===== src/logic/upc_pkg.sv =====
/*
 * Package for the USB clock loop control block: register addresses,
 * field positions, reset values and the lock detector timing.
 * Assumes an 8-bit special-function register space with byte addresses.
 */
package upc_pkg;
    // special-function register addresses
    localparam logic [7:0] ADDR_PLL_CONTROL = 8'hA3;
    localparam logic [7:0] ADDR_PLL_DIVIDER = 8'hA4;
    // control register fields
    localparam int BIT_BYPASS = 2;
    localparam int BIT_ENABLE = 1;
    localparam int BIT_LOCKED = 0;
    // reset values
    localparam logic [7:0] RST_PLL_CONTROL = 8'h00;
    localparam logic [7:0] RST_PLL_DIVIDER = 8'h00;
    // divider field positions
    localparam int FB_HI = 7;
    localparam int FB_LO = 4;
    localparam int REF_HI = 3;
    localparam int REF_LO = 0;
    // matching phase comparisons needed before lock is declared
    localparam logic [3:0] LOCK_MATCHES = 4'h8;
endpackage


===== src/logic/upc_pll_ctrl.sv =====
/*
 * Control and divider registers of the loop that makes the USB clock,
 * with a digital model of the loop's dividers and lock detector.
 * Assumes a processor special-function register port with one-cycle
 * write and read strobes, and a loop oscillator model outside that
 * supplies its divided output as a level sampled on clk.
 */
`timescale 1ns/10ps
`default_nettype none

module upc_pll_ctrl
(
    input wire logic clk,
    input wire logic sys_rst,
    input wire logic [7:0] sfr_addr,
    input wire logic [7:0] sfr_wdata,
    input wire logic sfr_wr,
    input wire logic sfr_rd,
    output logic [7:0] sfr_rdata,
    output logic sfr_rdata_valid,
    input wire logic loop_clk_div_in,
    output logic external_clock_bypass,
    output logic crystal_osc_enable,
    output logic usb_clk_from_loop,
    output logic loop_enable,
    output logic loop_locked_flag,
    output logic [3:0] feedback_divider_field,
    output logic [3:0] reference_divider_field,
    output logic ref_tick,
    output logic fb_tick
);

    ////////////////////////////////////////////////////////////////////////
    // state record

    typedef struct packed {
        logic bypass;
        logic enable;
        logic locked;
        logic osc_en;
        logic usb_from_loop;
        logic [3:0] fb_field;
        logic [3:0] ref_field;
        logic [3:0] ref_cnt;
        logic [3:0] fb_cnt;
        logic ref_pend;
        logic fb_pend;
        logic [3:0] match_cnt;
        logic [2:0] sync;
        logic loop_prev;
        logic ref_tick;
        logic fb_tick;
        logic [7:0] rdata;
        logic rvalid;
    } upc_state_t;

    upc_state_t st;
    upc_state_t next_st;

    logic loop_edge;

    // a rising change counts once the second and third stages agree
    assign loop_edge = (st.sync[2] == st.sync[1]) && st.sync[1]
        && !st.loop_prev;

    ////////////////////////////////////////////////////////////////////////
    // next-state logic

    always_comb
    begin
        next_st = st;
        next_st.ref_tick = 1'b0;
        next_st.fb_tick = 1'b0;
        next_st.rvalid = 1'b0;
        // three-stage synchroniser on the divided oscillator pin
        next_st.sync = {st.sync[1:0], loop_clk_div_in};
        if (st.sync[2] == st.sync[1])
        begin
            next_st.loop_prev = st.sync[1];
        end

        // register writes; lock bit is never taken from the bus
        if (sfr_wr)
        begin
            if (sfr_addr == upc_pkg::ADDR_PLL_CONTROL)
            begin
                next_st.bypass = sfr_wdata[upc_pkg::BIT_BYPASS];
                next_st.enable = sfr_wdata[upc_pkg::BIT_ENABLE];
            end
            else if (sfr_addr == upc_pkg::ADDR_PLL_DIVIDER)
            begin
                next_st.fb_field =
                    sfr_wdata[upc_pkg::FB_HI:upc_pkg::FB_LO];
                next_st.ref_field =
                    sfr_wdata[upc_pkg::REF_HI:upc_pkg::REF_LO];
            end
        end

        // clock steering follows the bypass bit
        next_st.osc_en = !next_st.bypass;
        next_st.usb_from_loop = !next_st.bypass;

        // reference divider on the peripheral clock, ratio ref_field+1
        if (!st.enable)
        begin
            next_st.ref_cnt = 4'h0;
            next_st.fb_cnt = 4'h0;
            next_st.ref_pend = 1'b0;
            next_st.fb_pend = 1'b0;
            next_st.match_cnt = 4'h0;
            next_st.locked = 1'b0;
        end
        else
        begin
            if (st.ref_cnt == st.ref_field)
            begin
                next_st.ref_cnt = 4'h0;
                next_st.ref_tick = 1'b1;
            end
            else
            begin
                next_st.ref_cnt = st.ref_cnt + 4'h1;
            end
            // feedback divider on the loop output, ratio fb_field+1
            if (loop_edge)
            begin
                if (st.fb_cnt == st.fb_field)
                begin
                    next_st.fb_cnt = 4'h0;
                    next_st.fb_tick = 1'b1;
                end
                else
                begin
                    next_st.fb_cnt = st.fb_cnt + 4'h1;
                end
            end
            // phase comparison: each reference tick must pair with one
            // feedback tick before the next reference tick arrives
            if (next_st.ref_tick && next_st.fb_tick)
            begin
                next_st.ref_pend = 1'b0;
                next_st.fb_pend = 1'b0;
                if (st.match_cnt != upc_pkg::LOCK_MATCHES)
                begin
                    next_st.match_cnt = st.match_cnt + 4'h1;
                end
            end
            else if (next_st.ref_tick)
            begin
                if (st.fb_pend)
                begin
                    next_st.fb_pend = 1'b0;
                    next_st.match_cnt = (st.match_cnt
                        == upc_pkg::LOCK_MATCHES) ? st.match_cnt
                        : st.match_cnt + 4'h1;
                end
                else if (st.ref_pend)
                begin
                    next_st.match_cnt = 4'h0; // feedback missed a cycle
                end
                else
                begin
                    next_st.ref_pend = 1'b1;
                end
            end
            else if (next_st.fb_tick)
            begin
                if (st.ref_pend)
                begin
                    next_st.ref_pend = 1'b0;
                    next_st.match_cnt = (st.match_cnt
                        == upc_pkg::LOCK_MATCHES) ? st.match_cnt
                        : st.match_cnt + 4'h1;
                end
                else if (st.fb_pend)
                begin
                    next_st.match_cnt = 4'h0; // feedback runs too fast
                end
                else
                begin
                    next_st.fb_pend = 1'b1;
                end
            end
            // flag tracks the detector, high only after enough matches
            next_st.locked =
                (next_st.match_cnt == upc_pkg::LOCK_MATCHES);
        end

        // register reads, reserved control bits return zero
        if (sfr_rd)
        begin
            next_st.rvalid = 1'b1;
            if (sfr_addr == upc_pkg::ADDR_PLL_CONTROL)
            begin
                next_st.rdata = 8'h00;
                next_st.rdata[upc_pkg::BIT_BYPASS] = st.bypass;
                next_st.rdata[upc_pkg::BIT_ENABLE] = st.enable;
                next_st.rdata[upc_pkg::BIT_LOCKED] = st.locked;
            end
            else if (sfr_addr == upc_pkg::ADDR_PLL_DIVIDER)
            begin
                next_st.rdata = {st.fb_field, st.ref_field};
            end
            else
            begin
                next_st.rdata = 8'h00; // not ours, answer zero
            end
        end
    end

    ////////////////////////////////////////////////////////////////////////
    // state register

    always_ff @(posedge clk)
    begin
        if (sys_rst)
        begin
            // reset image: both registers cleared, oscillator running
            st <= '0;
            st.bypass <= upc_pkg::RST_PLL_CONTROL[upc_pkg::BIT_BYPASS];
            st.enable <= upc_pkg::RST_PLL_CONTROL[upc_pkg::BIT_ENABLE];
            st.locked <= upc_pkg::RST_PLL_CONTROL[upc_pkg::BIT_LOCKED];
            st.fb_field <=
                upc_pkg::RST_PLL_DIVIDER[upc_pkg::FB_HI:upc_pkg::FB_LO];
            st.ref_field <=
                upc_pkg::RST_PLL_DIVIDER[upc_pkg::REF_HI:upc_pkg::REF_LO];
            // steering outputs follow the cleared bypass bit
            st.osc_en <= !upc_pkg::RST_PLL_CONTROL[upc_pkg::BIT_BYPASS];
            st.usb_from_loop <=
                !upc_pkg::RST_PLL_CONTROL[upc_pkg::BIT_BYPASS];
        end
        else
        begin
            st <= next_st;
        end
    end

    ////////////////////////////////////////////////////////////////////////
    // outputs straight from the state flip-flops

    assign external_clock_bypass = st.bypass;
    assign crystal_osc_enable = st.osc_en;
    assign usb_clk_from_loop = st.usb_from_loop;
    assign loop_enable = st.enable;
    assign loop_locked_flag = st.locked;
    assign feedback_divider_field = st.fb_field;
    assign reference_divider_field = st.ref_field;
    assign ref_tick = st.ref_tick;
    assign fb_tick = st.fb_tick;
    assign sfr_rdata = st.rdata;
    assign sfr_rdata_valid = st.rvalid;

endmodule

`default_nettype wire


===== config.mk =====
export PLATFORM = sky130hd
export DESIGN_NAME = upc_pll_ctrl
export DESIGN_NICKNAME = d
export VERILOG_FILES = /design/src/logic/upc_pkg.sv /design/src/logic/upc_pll_ctrl.sv
export SDC_FILE = /design/constraint.sdc
export NUM_CORES = 1
export LEC_CHECK = 0
export BUFFER_PORTS_ARGS = -buffer_cell sky130_fd_sc_hd__buf_2
export CORE_ASPECT_RATIO = 1.4
export CORE_MARGIN = 1.5
export CORE_UTILIZATION = 40
export DETAILED_ROUTE_END_ITERATION = 10
export SYNTH_ARGS = -nofsm -noshare
export SYNTH_HDL_FRONTEND = slang
export SYNTH_SLANG_ARGS = --single-unit

===== constraint.sdc =====
create_clock -name clk -period 2.42 [get_ports clk]
set_input_delay 0.121 -clock clk [delete_from_list [all_inputs] [get_ports clk]]
set_output_delay 0.121 -clock clk [all_outputs]
set_load 0.02 [all_outputs]

=== Word-level counts from Yosys, hierarchy flattened ===
Index checks and enable logic that the tools add are counted.

* $add $sub $neg: 3
* Reductions and logical operators: 11
* Bitwise gates (word level): 2
* Muxes and demuxes: 23
* Equal/unequal tests: 11

{| class="wikitable"
|+ Operators by type and width
! operator !! count
|-
| 4-bit two-way mux || 7
|-
| 6-bit two-way mux || 4
|-
| 8-bit == test, second input constant || 2
|-
| 8-bit two-way mux || 2
|-
| 4-bit by 1-bit adder with 4-bit output, second input constant || 3
|-
| 4-bit == test || 2
|-
| 4-bit == test, second input constant || 2
|-
| 1-bit two-way mux || 8
|-
| 2-bit AND reduction || 3
|-
| 2-bit two-way mux || 2
|-
| 4-bit by 1-bit != test with 1-bit output, second input constant || 1
|-
| 4-bit by 2-bit != test with 1-bit output, second input constant || 1
|-
| 4-bit by 3-bit != test with 1-bit output, second input constant || 1
|-
| 4-bit != test, second input constant || 1
|-
| 1-bit logical AND || 3
|-
| 3-bit AND reduction || 1
|-
| 3-bit OR reduction || 1
|-
| 1-bit logical NOT || 2
|-
| 1-bit inverter || 2
|-
| 2-bit OR reduction || 1
|-
| 1-bit == test || 1
|}

* Register bits: 41
* Logic and storage cells: 67
* Input bits: 21
* Output and inout bits: 24

=== Depth between registers and ports, before layout ===
* Word-level depth: 10
* Gate-level depth with buffers: 8
* Depth with buffers taken out: 8

=== Worst setup path before layout ===
No wires, ideal clock.

* Path kind: reg2reg
* Start point: register st (netlist bit reference_divider_field[0])
* End point: register st (netlist bit loop_locked_flag)
* Slack: 0.490 ns
* Required time: 2.359 ns
* Cell stages (with the launch flop): 8
* Data arrival time: 1.869 ns
* Cell sequence: dfxtp_1 xor2_1 or4_1 buf_2 or3_1 mux2i_1 nor3_1 and4b_1

* Longest elaborated chain between the ends: 7
* Elaborated cells between the ends (all ways): 8
* Those cells by class: eq/ne: 2; mux: 5; reduce/logical: 1

{| class="wikitable"
|+ RTL lines
! item !! RTL line !! RTL
|-
| start: declaration || upc_pll_ctrl.sv:57 || <nowiki>upc_state_t st;</nowiki>
|-
| start signal: assignment || upc_pll_ctrl.sv:234 || <nowiki>st <= next_st;</nowiki>
|-
| 4-bit == test (*) || upc_pll_ctrl.sv:115 || <nowiki>if (st.ref_cnt == st.ref_field)</nowiki>
|-
| 1-bit two-way mux (*) || upc_pll_ctrl.sv:115 ||
|-
| 1-bit two-way mux (*) || upc_pll_ctrl.sv:104 || <nowiki>if (!st.enable)</nowiki>
|-
| 6-bit two-way mux / 1-bit logical AND (equally long branches) || upc_pll_ctrl.sv:148, upc_pll_ctrl.sv:139 ||
|-
| 6-bit two-way mux (*) || upc_pll_ctrl.sv:139 || <nowiki>if (next_st.ref_tick && next_st.fb_tick)</nowiki>
|-
| 6-bit two-way mux (*) || upc_pll_ctrl.sv:104 ||
|-
| 4-bit == test (*) || upc_pll_ctrl.sv:186 || <nowiki>(next_st.match_cnt == upc_pkg::LOCK_MATCHES);</nowiki>
|}

Every way passes the cells marked *; elsewhere a longest branch is shown, timed or not. The select of a mux whose other input is x is not followed.
A chain may end at the register's enable or synchronous reset.

=== Final worst setup path ===
Same ends and word-level chain as after synthesis.

==> impl_metrics.json <==
{
  "status": "finished, final reports clean",
  "initial_core_util_pct": 41.7,
  "cts_setup_buffers": 0,
  "power_density_nw_per_um2": 597,
  "numCtsBuffers": 5,
  "die_height_um": 84.7,
  "avgSynthCellArea_um2": 8.86,
  "placedCellCount": 300,
  "finish.instance_area_um2": 2190,
  "hold_viol": 0,
  "hold_buffers": 0,
  "ys_warn_count": 0,
  "relSlewSlack_pct": 66.7,
  "syn_inst": 215,
  "yosysTopAreaCell": "dfxtp_1",
  "vias_per_cell": 5.01,
  "grt_pass1_wl_um": 6400,
  "die_w_um": 61.3,
  "ant_nets": 0,
  "insertion_delay_ns": 0.29,
  "fp.coreArea_um2": 4570,
  "layout_common_cells": "44 x buf_2, 41 x dfxtp_1, 21 x nor2_1",
  "required_ns": 2.65,
  "htreeDepth": 2,
  "drt-met1-wl_um": 1650,
  "drive_above_1_share_pct": 25.2,
  "post-route-util_pct": 47.9,
  "dpl-instance-area_um2": 2070,
  "max_freq_ghz": 0.481,
  "vdd_ir_drop_max_v": 0.000287,
  "dp_slack_ns": 0.382,
  "drc": 0,
  "portBuffers": 44,
  "routed_wl_um": 3840,
  "setup_ws_ns": 0.340,
  "num_vias": 1542,
  "track_usage_pct": 16.2,
  "hold_slack_ns": 0.0497,
  "synthTopCellsByArea": "dfxtp_1 43%, buf_4 6.7%, nand3_1 5.0%, nor2_1 4.1%, a21oi_1 3.9%",
  "slew_viol_final": 0,
  "drt-initial-drc-count": 56,
  "endpoint_kind": "flop",
  "final_common_cell": "buf_2",
  "overflow": 0,
  "maxUsedRoutingLayer": "met4",
  "final_nets": 271,
  "path_class": "flop to flop",
  "ff2ff_setup_slack_ns": 0.34,
  "dieArea_um2": 5190,
  "cts.sinks": 41,
  "critPathMaxFanout": 6,
  "grt_pass1_vias": 1438,
  "cts_buffer_depth": 2,
  "power_leakage_nw": 0.906,
  "cts_tree": "yes",
  "synth_area_um2": 1910,
  "cp.arrival_ns": 2.31,
  "route.met3.wl_um": 168,
  "wl_per_cell_um": 12.5,
  "tns_ns": 0,
  "io_pins": 45,
  "rsz0062_at_grt": "false",
  "worst_pin_slew_ns": 0.495,
  "setup_viol": 0,
  "syn_nets": 241,
  "grt_start_max_net_pins": 27,
  "gp_congestion": 0.847,
  "hold_class": "primary input to flop",
  "antenna_found_initial": 0,
  "syn2layout_area_growth_pct": 14.9,
  "synth_cell_type_count": 39,
  "antenna_cells": 0,
  "placement_rows": 29,
  "ys_seq_area_share_pct": 43.1,
  "post_cts_resized": 0,
  "yosys.area.top_type_share_pct": 43.1,
  "dr.pass1.iters": 4,
  "clk_pin_slew_worst_paths_ns": 0.08,
  "cts_root_buf": "clkbuf_8",
  "cap_violations": 0,
  "min_period_ns": 2.08,
  "ys_ff_latch": 41,
  "skew_ns": 0.0112,
  "layout.cells.non_filler": 308,
  "start_kind": "flop",
  "wl_met2_um": 1940,
  "min_period_over_period_pct": 86.0,
  "total_power_mw": 1.31,
  "place_hpwl_um": 2930
}
## final cells by class
cell class | count | area (um2)
fill | 474 | 2380
clock buffer | 6 | 82.6
inverter | 5 | 18.8
tap | 62 | 77.6
sequential | 41 | 821
timing repair buffer | 47 | 243
multi-input combinational | 145 | 910
clock inverter | 2 | 37.5
## final timing paths
path | start | endpoint | depth (start not counted)
max | reference_divider_field[0] | loop_locked_flag | 5
min | loop_clk_div_in | next_st[13] | 2
max reg2reg | reference_divider_field[0] | loop_locked_flag | 5
min reg2reg | sfr_rdata[3] | sfr_rdata[3] | 2
## kinds of logic after synthesis
logic type | synth area share, %
and+or+nand+nor | 22.8
DFF | 43.1
AOI/OAI and AO/OA | 12.1
buffers and inverters | 9.19
xor gates and xnor gates | 6.43
adders and majority gates | 3.81
muxes | 2.63
## power by group
group,internal (mW),switching [mW],leakage (nW)
logic,0.0224,0.0285,0.517
clock network,0.335,0.238,0.0574
registers,0.680,0.00270,0.332
## Yosys cell counts
cell type and count:
o211a_1 1, or2_2 2, dfxtp_1 41, and4b_1 1
a211oi_1 4, clkbuf_1 5, nor2b_1 5, or3_1 1
and2b_2 1, nor4_1 2, a21oi_1 15, and3_2 1
mux2i_1 5, nor3_1 3, buf_4 17, ha_1 5
o31ai_1 2, nand2_1 18, nand3b_1 1, o221ai_1 1
o21ba_2 1, xor2_1 8, maj3_1 1, xnor2_1 6
nor4b_1 1, buf_2 2, o22ai_1 1, o21ai_0 1
inv_1 5, nand4_1 1, nor2_1 21, a22oi_1 3
a2111oi_2 1, or4_1 1, a2bb2oi_1 3, a31oi_1 1
nand2b_1 7, nor4b_2 1, nand3_1 19
## metal layers
metal	track usage (%)	up-vias
met2	27.2	34
li1	-	783
met1	18.9	716
met5	0	-
met3	4.16	9
met4	6.58	0
## registers in the layout, summed over array words and instances, names as in the netlist, 2 cells and up
signal	flops
sfr_rdata	8
reference_divider_field	4
feedback_divider_field	4
next_st	2
st	16
## critical path, cell delays in order, from the launching register on
cell,delay (ns)
dfxtp_1,0.35
xor2_1,0.18
or4_1,0.64
maj3_1,0.43
a2bb2oi_1,0.22
and4b_1,0.20
Note: power is estimated with default switching activity, not from simulation.
